$ cat src/scsc_cfg.svh
// Register map, field positions, reset values and timing counts of the sampling clock
// synthesizer control block. Assumes an 8-bit register port and a 10 MHz system clock.
`ifndef SCSC_CFG_SVH
`define SCSC_CFG_SVH

`define SCSC_ADDR_SOFT_RESET 8'h00
`define SCSC_ADDR_CLK_SOURCE 8'h53
`define SCSC_ADDR_REF_DIV_LO 8'h54
`define SCSC_ADDR_REF_DIV_HI_OUT_DIV 8'h55
`define SCSC_ADDR_PRESCALER_LO 8'h56
`define SCSC_ADDR_PRESCALER_HI 8'h57
`define SCSC_ADDR_PUMP_CURRENT 8'h58
`define SCSC_ADDR_ENABLES_A 8'h59
`define SCSC_ADDR_LOOP_RES 8'h5A
`define SCSC_ADDR_LOOP_CAP3 8'h5B
`define SCSC_ADDR_LOOP_CAP1 8'h5C
`define SCSC_ADDR_LOOP_CAP2 8'h5D
`define SCSC_ADDR_ENABLES_B 8'h5F
`define SCSC_ADDR_CAL_TRIGGER 8'h6B
`define SCSC_ADDR_OUT_CLK_CTRL 8'h6D
`define SCSC_ADDR_STATUS 8'hD1

`define SCSC_BIT_SOFT_RESET 0
`define SCSC_BIT_CLK_SOURCE 0
`define SCSC_BIT_CIRCUIT_EN 0
`define SCSC_BIT_REF_DIV_EN 1
`define SCSC_BIT_OUTPUT_EN 0
`define SCSC_BIT_BIAS_EN 1
`define SCSC_BIT_CAL_TRIGGER 0
`define SCSC_BIT_CORE_CLK_EN 3
`define SCSC_BIT_CAL_BUSY 0
`define SCSC_BIT_LOW_DRIFT 1
`define SCSC_BIT_HIGH_DRIFT 2
`define SCSC_OUT_DIV_LSB 4

`define SCSC_RST_REF_DIV 10'h001
`define SCSC_RST_PRESCALER 12'h001
`define SCSC_RST_OUT_DIV 4'h1
`define SCSC_RST_PUMP 4'h4
`define SCSC_RST_LOOP_SEL 5'h1F

`define SCSC_CLK_PERIOD_NS 100
`define SCSC_CAL_TIME_NS 100000
`define SCSC_CAL_CYCLES (`SCSC_CAL_TIME_NS / `SCSC_CLK_PERIOD_NS)
`define SCSC_CAL_CNT_W 10

`endif

$ cat src/scsc_pkg.sv
// Types shared by the sampling clock synthesizer control block.
// Assumes scsc_cfg.svh supplies all numeric constants.
package scsc_pkg;
	typedef enum logic [1:0] {
		SCSC_CAL_IDLE,
		SCSC_CAL_START,
		SCSC_CAL_WAIT
	} scsc_cal_state_t;
endpackage

$ cat src/scsc_ctrl.sv
// Sampling clock synthesizer control: register port, divider and filter settings,
// enables, output clock gating and the calibration sequencer.
// Assumes the analog core reports drift and calibration done as asynchronous levels.
`timescale 1ns/100ps
`include "scsc_cfg.svh"
module scsc_ctrl (
	input wire logic clk,
	input wire logic sys_rst,
	input wire logic ce,
	input wire logic [7:0] addr,
	input wire logic [7:0] wr_data,
	input wire logic wr_strobe,
	input wire logic rd_strobe,
	output logic [7:0] rd_data,
	input wire logic low_drift_pin,
	input wire logic high_drift_pin,
	input wire logic cal_done_pin,
	output logic [9:0] reference_divider_value,
	output logic [11:0] prescaler_value,
	output logic [3:0] output_divider_value,
	output logic [3:0] pump_current_setting,
	output logic [4:0] loop_resistor_select,
	output logic [4:0] loop_capacitor_one_select,
	output logic [4:0] loop_capacitor_two_select,
	output logic [4:0] loop_capacitor_three_select,
	output logic synth_circuit_enable,
	output logic reference_divider_enable,
	output logic synth_output_enable,
	output logic synth_bias_enable,
	output logic core_clock_enable,
	output logic core_clock_from_synth,
	output logic [2:0] output_clock_delay,
	output logic cal_start
);
	logic soft_reset;
	logic clock_source_select;
	logic cal_trigger;
	logic core_clock_bit;
	logic cal_pending;
	logic [2:0] sync_levels;
	logic cal_done_sync;
	logic cal_done_prev;
	logic cal_done_rise;
	logic timer_expired;
	logic wr_en;
	logic rd_en;
	logic trigger_toggled;
	logic soft_reset_exit;
	logic cal_take;
	logic cal_busy;
	logic [7:0] next_rd_data;
	scsc_pkg::scsc_cal_state_t cal_state;

	assign wr_en = wr_strobe && ce;
	assign rd_en = rd_strobe && ce;

	// Drift and done levels come from the analog domain
	scsc_sync2 #(
		.WIDTH(3)
	) u_sync (
		.clk(clk),
		.sys_rst(sys_rst),
		.ce(ce),
		.async_in({cal_done_pin, high_drift_pin, low_drift_pin}),
		.sync_out(sync_levels)
	);
	assign cal_done_sync = sync_levels[2];

	// Divider fields; the analog loop locks to ref * N / R
	always_ff @(posedge clk) begin
		if (sys_rst) begin
			reference_divider_value <= `SCSC_RST_REF_DIV;
			prescaler_value <= `SCSC_RST_PRESCALER;
			output_divider_value <= `SCSC_RST_OUT_DIV;
		end else if (wr_en) begin
			unique case (addr)
				`SCSC_ADDR_REF_DIV_LO: reference_divider_value[7:0] <= wr_data;
				`SCSC_ADDR_REF_DIV_HI_OUT_DIV: begin
					reference_divider_value[9:8] <= wr_data[1:0];
					output_divider_value <= wr_data[`SCSC_OUT_DIV_LSB +: 4];
				end
				`SCSC_ADDR_PRESCALER_LO: prescaler_value[7:0] <= wr_data;
				`SCSC_ADDR_PRESCALER_HI: prescaler_value[11:8] <= wr_data[3:0];
				default: begin
				end
			endcase
		end
	end

	// Pump and loop filter selections
	always_ff @(posedge clk) begin
		if (sys_rst) begin
			pump_current_setting <= `SCSC_RST_PUMP;
			loop_resistor_select <= `SCSC_RST_LOOP_SEL;
			loop_capacitor_one_select <= `SCSC_RST_LOOP_SEL;
			loop_capacitor_two_select <= `SCSC_RST_LOOP_SEL;
			loop_capacitor_three_select <= `SCSC_RST_LOOP_SEL;
		end else if (wr_en) begin
			unique case (addr)
				`SCSC_ADDR_PUMP_CURRENT: pump_current_setting <= wr_data[3:0];
				`SCSC_ADDR_LOOP_RES: loop_resistor_select <= wr_data[4:0];
				`SCSC_ADDR_LOOP_CAP1: loop_capacitor_one_select <= wr_data[4:0];
				`SCSC_ADDR_LOOP_CAP2: loop_capacitor_two_select <= wr_data[4:0];
				`SCSC_ADDR_LOOP_CAP3: loop_capacitor_three_select <= wr_data[4:0];
				default: begin
				end
			endcase
		end
	end

	// Master enables and output clock control
	always_ff @(posedge clk) begin
		if (sys_rst) begin
			synth_circuit_enable <= 1'b0;
			reference_divider_enable <= 1'b0;
			synth_output_enable <= 1'b0;
			synth_bias_enable <= 1'b0;
			clock_source_select <= 1'b0;
			core_clock_bit <= 1'b0;
			output_clock_delay <= 3'h0;
		end else if (wr_en) begin
			unique case (addr)
				`SCSC_ADDR_ENABLES_A: begin
					synth_circuit_enable <= wr_data[`SCSC_BIT_CIRCUIT_EN];
					reference_divider_enable <= wr_data[`SCSC_BIT_REF_DIV_EN];
				end
				`SCSC_ADDR_ENABLES_B: begin
					synth_output_enable <= wr_data[`SCSC_BIT_OUTPUT_EN];
					synth_bias_enable <= wr_data[`SCSC_BIT_BIAS_EN];
				end
				`SCSC_ADDR_CLK_SOURCE: clock_source_select <= wr_data[`SCSC_BIT_CLK_SOURCE];
				`SCSC_ADDR_OUT_CLK_CTRL: begin
					core_clock_bit <= wr_data[`SCSC_BIT_CORE_CLK_EN];
					output_clock_delay <= wr_data[2:0];
				end
				default: begin
				end
			endcase
		end
	end

	// Core clock gate, held off while in soft reset, and source mux
	always_ff @(posedge clk) begin
		if (sys_rst) begin
			core_clock_enable <= 1'b0;
			core_clock_from_synth <= 1'b0;
		end else if (ce) begin
			core_clock_enable <= core_clock_bit && !soft_reset;
			core_clock_from_synth <= clock_source_select;
		end
	end

	// Soft reset and trigger bits, with their request events
	assign trigger_toggled = wr_en && (addr == `SCSC_ADDR_CAL_TRIGGER)
		&& (wr_data[`SCSC_BIT_CAL_TRIGGER] != cal_trigger);
	assign soft_reset_exit = wr_en && (addr == `SCSC_ADDR_SOFT_RESET)
		&& soft_reset && !wr_data[`SCSC_BIT_SOFT_RESET];

	always_ff @(posedge clk) begin
		if (sys_rst) begin
			soft_reset <= 1'b0;
			cal_trigger <= 1'b0;
		end else if (wr_en) begin
			if (addr == `SCSC_ADDR_SOFT_RESET) begin
				soft_reset <= wr_data[`SCSC_BIT_SOFT_RESET];
			end
			if (addr == `SCSC_ADDR_CAL_TRIGGER) begin
				cal_trigger <= wr_data[`SCSC_BIT_CAL_TRIGGER];
			end
		end
	end

	// A request arriving as the sequencer takes the previous one is kept
	assign cal_take = (cal_state == scsc_pkg::SCSC_CAL_IDLE) && cal_pending && !soft_reset;

	always_ff @(posedge clk) begin
		if (sys_rst) begin
			cal_pending <= 1'b0;
		end else if (ce) begin
			if (trigger_toggled || soft_reset_exit) begin
				cal_pending <= 1'b1;
			end else if (cal_take) begin
				cal_pending <= 1'b0;
			end
		end
	end

	always_ff @(posedge clk) begin
		if (sys_rst) begin
			cal_done_prev <= 1'b0;
		end else if (ce) begin
			cal_done_prev <= cal_done_sync;
		end
	end
	assign cal_done_rise = cal_done_sync && !cal_done_prev;

	// Watchdog ends a calibration whose done level never arrives
	scsc_cal_timer u_timer (
		.clk(clk),
		.sys_rst(sys_rst),
		.ce(ce),
		.load(cal_take),
		.abort(cal_done_rise),
		.expired(timer_expired)
	);

	always_ff @(posedge clk) begin
		if (sys_rst) begin
			cal_state <= scsc_pkg::SCSC_CAL_IDLE;
			cal_start <= 1'b0;
		end else if (ce) begin
			cal_start <= 1'b0;
			unique case (cal_state)
				scsc_pkg::SCSC_CAL_IDLE: begin
					if (cal_take) begin
						cal_state <= scsc_pkg::SCSC_CAL_START;
						cal_start <= 1'b1;
					end
				end
				scsc_pkg::SCSC_CAL_START: begin
					// An early done edge also stops the watchdog, so the run must end here
					if (cal_done_rise) begin
						cal_state <= scsc_pkg::SCSC_CAL_IDLE;
					end else begin
						cal_state <= scsc_pkg::SCSC_CAL_WAIT;
					end
				end
				scsc_pkg::SCSC_CAL_WAIT: begin
					if (cal_done_rise || timer_expired) begin
						cal_state <= scsc_pkg::SCSC_CAL_IDLE;
					end
				end
				default: cal_state <= scsc_pkg::SCSC_CAL_IDLE;
			endcase
		end
	end

	assign cal_busy = cal_pending || (cal_state != scsc_pkg::SCSC_CAL_IDLE);

	// Read mux; data stand only in the cycle after the strobe
	always_comb begin
		next_rd_data = 8'h00;
		unique case (addr)
			`SCSC_ADDR_SOFT_RESET: next_rd_data[`SCSC_BIT_SOFT_RESET] = soft_reset;
			`SCSC_ADDR_CLK_SOURCE: next_rd_data[`SCSC_BIT_CLK_SOURCE] = clock_source_select;
			`SCSC_ADDR_REF_DIV_LO: next_rd_data = reference_divider_value[7:0];
			`SCSC_ADDR_REF_DIV_HI_OUT_DIV:
				next_rd_data = {output_divider_value, 2'b00, reference_divider_value[9:8]};
			`SCSC_ADDR_PRESCALER_LO: next_rd_data = prescaler_value[7:0];
			`SCSC_ADDR_PRESCALER_HI: next_rd_data = {4'h0, prescaler_value[11:8]};
			`SCSC_ADDR_PUMP_CURRENT: next_rd_data = {4'h0, pump_current_setting};
			`SCSC_ADDR_ENABLES_A:
				next_rd_data = {6'h00, reference_divider_enable, synth_circuit_enable};
			`SCSC_ADDR_LOOP_RES: next_rd_data = {3'h0, loop_resistor_select};
			`SCSC_ADDR_LOOP_CAP3: next_rd_data = {3'h0, loop_capacitor_three_select};
			`SCSC_ADDR_LOOP_CAP1: next_rd_data = {3'h0, loop_capacitor_one_select};
			`SCSC_ADDR_LOOP_CAP2: next_rd_data = {3'h0, loop_capacitor_two_select};
			`SCSC_ADDR_ENABLES_B: next_rd_data = {6'h00, synth_bias_enable, synth_output_enable};
			`SCSC_ADDR_CAL_TRIGGER: next_rd_data[`SCSC_BIT_CAL_TRIGGER] = cal_trigger;
			`SCSC_ADDR_OUT_CLK_CTRL:
				next_rd_data = {4'h0, core_clock_bit, output_clock_delay};
			`SCSC_ADDR_STATUS: begin
				next_rd_data[`SCSC_BIT_CAL_BUSY] = cal_busy;
				next_rd_data[`SCSC_BIT_LOW_DRIFT] = sync_levels[0];
				next_rd_data[`SCSC_BIT_HIGH_DRIFT] = sync_levels[1];
			end
			default: next_rd_data = 8'h00;
		endcase
	end

	always_ff @(posedge clk) begin
		if (sys_rst) begin
			rd_data <= 8'h00;
		end else if (ce) begin
			rd_data <= rd_strobe ? next_rd_data : 8'h00;
		end
	end
endmodule

$ cat src/scsc_sync2.sv
// Two-flop synchronizer for levels arriving from the analog core.
// Assumes the inputs are slow levels; pulses shorter than a cycle may be lost.
`timescale 1ns/100ps
module scsc_sync2 #(
	parameter int WIDTH = 1
) (
	input wire logic clk,
	input wire logic sys_rst,
	input wire logic ce,
	input wire logic [WIDTH-1:0] async_in,
	output logic [WIDTH-1:0] sync_out
);
	logic [WIDTH-1:0] meta;

	always_ff @(posedge clk) begin
		if (sys_rst) begin
			meta <= '0;
			sync_out <= '0;
		end else if (ce) begin
			meta <= async_in;
			sync_out <= meta;
		end
	end
endmodule

$ cat src/scsc_cal_timer.sv
// Calibration watchdog: a load starts a countdown, expiry is a one-cycle pulse.
// Assumes a single clock; frozen while ce is low.
`timescale 1ns/100ps
`include "scsc_cfg.svh"
module scsc_cal_timer (
	input wire logic clk,
	input wire logic sys_rst,
	input wire logic ce,
	input wire logic load,
	input wire logic abort,
	output logic expired
);
	localparam logic [`SCSC_CAL_CNT_W-1:0] CAL_LAST = `SCSC_CAL_CNT_W'(`SCSC_CAL_CYCLES - 1);
	logic [`SCSC_CAL_CNT_W-1:0] count;
	logic running;

	always_ff @(posedge clk) begin
		if (sys_rst) begin
			count <= '0;
			running <= 1'b0;
			expired <= 1'b0;
		end else if (ce) begin
			expired <= 1'b0;
			if (load) begin
				count <= CAL_LAST;
				running <= 1'b1;
			end else if (abort) begin
				running <= 1'b0;
			end else if (running) begin
				if (count == '0) begin
					running <= 1'b0;
					expired <= 1'b1;
				end else begin
					count <= count - 1'b1;
				end
			end
		end
	end
endmodule

$ cat config.mk
export PLATFORM = sky130hd
export DESIGN_NAME = scsc_ctrl
export DESIGN_NICKNAME = d
export VERILOG_FILES = /design/src/scsc_pkg.sv /design/src/scsc_ctrl.sv /design/src/scsc_sync2.sv /design/src/scsc_cal_timer.sv
export VERILOG_INCLUDE_DIRS = /design/src /design/src/src
export SDC_FILE = /design/constraint.sdc
export NUM_CORES = 1
export LEC_CHECK = 0
export BUFFER_PORTS_ARGS = -buffer_cell sky130_fd_sc_hd__buf_2
export CORE_MARGIN = 2
export CORE_UTILIZATION = 55
export CTS_CLUSTER_SIZE = 24
export DETAILED_ROUTE_END_ITERATION = 8
export HOLD_SLACK_MARGIN = 0.06
export PLACE_DENSITY = 0.8
export SETUP_SLACK_MARGIN = 0.1
export SYNTH_ARGS = -nofsm -noshare
export SYNTH_HDL_FRONTEND = slang
export SYNTH_SLANG_ARGS = --single-unit
$ cat constraint.sdc
create_clock -name clk -period 2.05 [get_ports clk]
set_input_delay 0.41 -clock clk [delete_from_list [all_inputs] [get_ports clk]]
set_output_delay 0.41 -clock clk [all_outputs]
set_load 0.05 [all_outputs]
* Word-level counts from Yosys, hierarchy flattened
Index checks and enable logic that the tools add are counted.
** Word-level totals
- Bits in writable memories :: 0
- Word-level logic and storage cells :: 118
- Memory bits (read-only) :: 0
- Memories kept :: 0
- Latch bits :: 0
- Bits in registers :: 94
** Operators by class
- Shift-type cells :: 0
- Reductions and logical operators :: 40
- $lt $le $gt $ge :: 0
- Div/mod/pow operators :: 0
- Bitwise operators :: 0
- Multiply operators :: 0
- Muxes and demuxes :: 24
- Eq/ne operators :: 22
- $add $sub $neg :: 1
** Operators by type and width (count)
- equality test 8 x 7 -> 1 bit, second input constant :: 14
- case mux 5 bit (10 select lines) :: 1
- two-way mux 10 bit :: 4
- AND reduction 2 bit :: 16
- case mux 2 bit (13 select lines) :: 1
- case mux 1 bit (16 select lines) :: 1
- two-way mux 1 bit :: 12
- logical AND 1 bit :: 10
- logical NOT 10 bit :: 1
- subtractor 10 x 1 -> 10 bit, second input constant :: 1
- equality test 8 bit, second input constant :: 1
- logical NOT 8 bit :: 1
- two-way mux 8 bit :: 1
- two-way mux 2 bit :: 3
- != test 2 bit, second input constant :: 3
- case mux 2 bit (3 select lines) :: 1
- nonzero test 2 bit :: 3
- AND reduction 4 bit :: 1
- logical NOT 1 bit :: 3
- logical OR 1 bit :: 3
- AND reduction 3 bit :: 1
- equality test 2 x 1 -> 1 bit, second input constant :: 1
- equality test 2 bit, second input constant :: 1
- logical NOT 2 bit :: 1
- other kinds (2) :: 2

* Depth between registers and ports, before layout
- Depth in word-level cells :: 7
- Depth in mapped cells :: 7
- Gate-level depth less buffers :: 7

* By module
Synthesis repeated with hierarchy kept, for this count alone.
** Second synthesis, totals
- Cell total of the unflattened synthesis :: 535
- Area total of the unflattened synthesis :: 4653.2 µm²
** Modules (own cells, without submodules)
- scsc_ctrl :: area an instance 3743.6 µm², times used 1, cells each 442
- scsc_cal_timer :: area an instance 695.7 µm², times used 1, cells each 74
- scsc_sync2 :: area an instance 214.0 µm², times used 1, cells each 19

* Worst setup path before layout
No wires, ideal clock.
- Path type :: register -> register
- Start point :: register u_timer.count[0]
- End point :: register u_timer.running
- Data required time :: 1922 ps
- Path slack :: 208 ps
- Cell stages (with the launch flop) :: 8
- Clock period less this slack :: 1842 ps
- Arrival :: 1714 ps
- Library setup time :: 128 ps
- Path through :: dfxtp_1 inv_1 ha_1 or3b_2 nor4_4 o21ai_0 a21oi_1 nor2_1
** On the way
- Word-level cells in the longest chain between the ends :: 5
** RTL lines
- start, declared :: RTL line scsc_cal_timer.sv:14 : logic [`SCSC_CAL_CNT_W-1:0] count;
- start signal, assigned :: RTL line scsc_cal_timer.sv:34 : count <= count - 1'b1;
- logical NOT 10 bit :: RTL line scsc_cal_timer.sv:30 : if (count == '0) begin
- two-way mux 1 bit :: RTL line scsc_cal_timer.sv:30
- two-way mux 1 bit :: RTL line scsc_cal_timer.sv:29 : end else if (running) begin
- two-way mux 1 bit :: RTL line scsc_cal_timer.sv:27 : end else if (abort) begin
- two-way mux 1 bit :: RTL line scsc_cal_timer.sv:24 : if (load) begin
- end signal, assigned :: RTL line scsc_cal_timer.sv:26 : running <= 1'b1;
- end signal, assigned :: RTL line scsc_cal_timer.sv:28 : running <= 1'b0;
- end signal, assigned :: RTL line scsc_cal_timer.sv:31 : running <= 1'b0;
- end, declared :: RTL line scsc_cal_timer.sv:15 : logic running;
No other way between the ends.
A chain may end at the register's enable or synchronous reset.

* Final worst setup path
- Start point :: register u_timer.count[2]
- End point :: register u_timer.count[7]
** On the way
- Word-level cells in the longest chain between the ends :: 5
** RTL lines (RTL line)
- subtractor 10 x 1 -> 10 bit :: scsc_cal_timer.sv:34
- two-way mux 10 bit :: scsc_cal_timer.sv:30
- two-way mux 10 bit :: scsc_cal_timer.sv:29
- two-way mux 10 bit :: scsc_cal_timer.sv:27
- two-way mux 10 bit :: scsc_cal_timer.sv:24
Parallel ways exist; a longest one is shown, timed or not. The select of a mux whose other input is x is not followed.

==> results_dict.tcl <==
set metrics [dict create \
    yosysWarningCount 0 \
    synth_xor_area_share_pct 1.36 \
    cp.arrival_ns 2.12 \
    grt-ovfl-total 0 \
    seq_area_sq_mm 0.00189 \
    cts_tree "yes" \
    finalSetupViolCount 0 \
    syn_inst 508 \
    layout_min_cycle_time_ns 1.86 \
    clock-sinks 94 \
    grt_pass1_wl_um 20100 \
    synthMuxAreaShare_pct 16.1 \
    cap_violations 0 \
    crit_chain "or4_4 > or4_1 > nor3_2 > xnor2_1 > a21oi_1" \
    grt_pass1_vias 3903 \
    diodes 0 \
    cpPeakStageDelay_ns 0.58 \
    syn-num-nets 534 \
    io_pins 92 \
    netlist.area_leader.share_pct 41.8 \
    dp_worst_setup_slack_ns -0.0496 \
    synth_adder_area_share_pct 0.556 \
    fmax_mhz 536 \
    drt_iter0_markers 268 \
    synth_edf_count 0 \
    criticalPathCategory "register to register" \
    ir_drop_v 0.000490 \
    gp_congestion 0.963 \
    hold_buffers 0 \
    grt_max_degree 67 \
    synth-compound-area-share_pct 10.7 \
    fin_skew_ns 0.00970 \
    ys_seq_area_share_pct 41.8 \
    areaGrowthSynthToFinish_pct 21.1 \
    setup_ws_ns 0.185 \
    ys_top_cells_by_area "dfxtp_1 42%, mux2i_1 15%, nor2_1 5.3%, nand2_1 4.4%, clkbuf_1 2.3%" \
    synthArstFlopShare_pct 0 \
    rows 32 \
    syn-cell-area_sq_mm 0.00450 \
    cp_slowest_cell "or4_4" \
    antenna_left 0 \
    crit_path_max_fanout 4 \
    synthTopCellsByCount "94 x dfxtp_1, 69 x mux2i_1, 64 x nor2_1" \
    required_ns 2.31 \
    slew_headroom_pct 60.5 \
    multi_input_area_sq_mm 0.00242 \
    grt_antenna_before_repair 0 \
    firstDrtPassIters 5 \
    start_kind "register" \
    clock_path_buffers 2 \
    synth-simple-area-share_pct 25.0 \
    fillCellCount 639 \
    rr_worst_depth 5 \
    slew_violations 0 \
    power.leakage_nw 2.29 \
    worst_setup_path_end_kind "register" \
    yosys.area.top_type "dfxtp_1" \
    post-dp-hpwl_um 9290 \
    synth_seq_cells 94 \
    wl_um 12800 \
    wl_per_cell_um 17.7 \
    clk_pin_slew_worst_paths_ns 0.10 \
    final_nets 640 \
    synthDistinctLibCells 59 \
    viasPerCell 5.89 \
    core_area_sq_mm 0.00781 \
    finalCritPeriodShare_pct 91.0 \
    power.density_mw_per_mm2 622 \
    hold_viol_final 0 \
    synth_top_family_by_area "simple AND/OR/NAND/NOR gates" \
    die_y_um 94.4 \
    min_path_type "primary input to register" \
    status "finished, final reports clean" \
    insertion_delay_ns 0.37 \
    syn_avg_cell_area_sq_um 8.85 \
    numCtsBuffers 9 \
    rsz0062_at_grt "no" \
    final_area_sq_mm 0.00545 \
    clock-root-buffer "clkbuf_8" \
    vias 4245 \
    drive_gt1_share_pct 26.7 \
    initial_core_util_pct 57.6 \
    grt.total_usage_pct 29.4 \
    yosysMostFrequentCell "dfxtp_1" \
    htree_levels 3 \
    tightest_slew_ns 0.587 \
    dieArea_sq_mm 0.00892 \
    synthFlopType "dfxtp_1" \
    dpl-instance-area_sq_mm 0.00520 \
    fp.dieW_um 94.4 \
    portBuffers 91 \
    hold_depth 3 \
    drc_errors 0 \
]
==> flip-flops by register name, indices dropped and copies added, names as in the netlist, 2 cells and up <==
register	flops
cal_state	2
u_sync.meta	3
loop_capacitor_two_select	5
rd_data	8
prescaler_value	12
output_divider_value	4
u_timer.count	10
loop_capacitor_three_select	5
pump_current_setting	4
reference_divider_value	10
loop_resistor_select	5
loop_capacitor_one_select	5
u_sync.sync_out	3
output_clock_delay	3
==> routing by layer <==
layer	track usage (%)	share of wire (%)	vias to the layer above	routed length (um)
met5	0	0	-	0
li1	-	-	2032	-
met2	46.1	46	191	5830
met4	12.9	2.9	0	369
met1	40.1	44	1993	5590
met3	4.63	7.9	29	1010
==> worst max-delay path: cells and delay by family, from the launching register on <==
family                    cells  cell delay [ns]
AOI/OAI and AO/OA             1             0.09
DFF                           1             0.36
xor gates and xnor gates      1             0.14
and+or+nand+nor               3             1.16
==> power by group <==
group          internal (mW)  switching, mW  total, mW  leakage (nW)
registers               1.83        0.00393       1.83         0.760
clock network          0.613          0.682       1.29         0.106
logic                 0.0888          0.170      0.259          1.42
==> path summary, 6_finish.rpt <==
| check | from | slack, ns | to |
|---|---|---|---|
| worst max-delay path | u_timer.count[2]$_SDFFE_PP0P_ | 0.19 | u_timer.count[7]$_SDFFE_PP0P_ |
| worst min-delay path | high_drift_pin | 0.28 | u_sync.meta[1]$_SDFFE_PP0P_ |
| worst max register to register | u_timer.count[2]$_SDFFE_PP0P_ | 0.19 | u_timer.count[7]$_SDFFE_PP0P_ |
| worst min register to register | core_clock_enable$_SDFFE_PP0P_ | 0.46 | core_clock_enable$_SDFFE_PP0P_ |
==> layout by cell type (no fill, tap or decap), types with 5 or more instances in the layout <==
master    instances
dfxtp_1          92
buf_2            91
mux2i_1          69
nor2_1           64
nand2_1          53
buf_4            38
nand3_1          20
a21oi_1          20
o21ai_0          14
nor3_1           13
nand4_1          12
clkbuf_8         10
a22oi_1           9
inv_1             6
nor2b_1           6
a211oi_1          6
xnor2_1           6
nor4_1            5
o32ai_1           5
==> layout make-up <==
class | count | area share, %
Timing Repair Buffer | 131 | 14.2
Tap cell | 102 | 2.34
Clock inverter | 5 | 1.24
Inverter | 8 | 0.551
Multi-Input combinational cell | 370 | 44.5
Sequential cell | 94 | 34.6
Clock buffer | 11 | 2.60
==> per-stage QoR <==
stage / setup TNS [ns] / hold slack (ns) / std cells / total power, mW / util, %
after global routing: 0 / 0.299 / 721 / 3.49 / 69.8
after CTS: 0 / 0.266 / 718 / 3.41 / 69.3
after global placement: -0.0631 / 0.448 / 702 / 2.13 / 66.6
after detailed placement: -0.0638 / 0.452 / 702 / 2.13 / 66.6
after floorplan: 0 / 0.441 / 508 / 2.03 / -
final: 0 / 0.280 / 721 / 3.39 / 69.8
==> what timing repair did <==
| action | in CTS | in global routing |
|---|---|---|
| endpoints found under the setup margin | 0 | 9 |
| resized for setup | 0 | 9 |
| buffers inserted | 0 | 2 |
==> cells by family after synthesis <==
kind of cell	count (synthesis)
AO/OA/AOI/OAI	74
XOR/XNOR	7
adder cells (fa/ha/maj)	2
buffers and inverters	44
flip-flops	94
multiplexers	72
AND/OR/NAND/NOR	215
(Power assumes the default switching activity.)
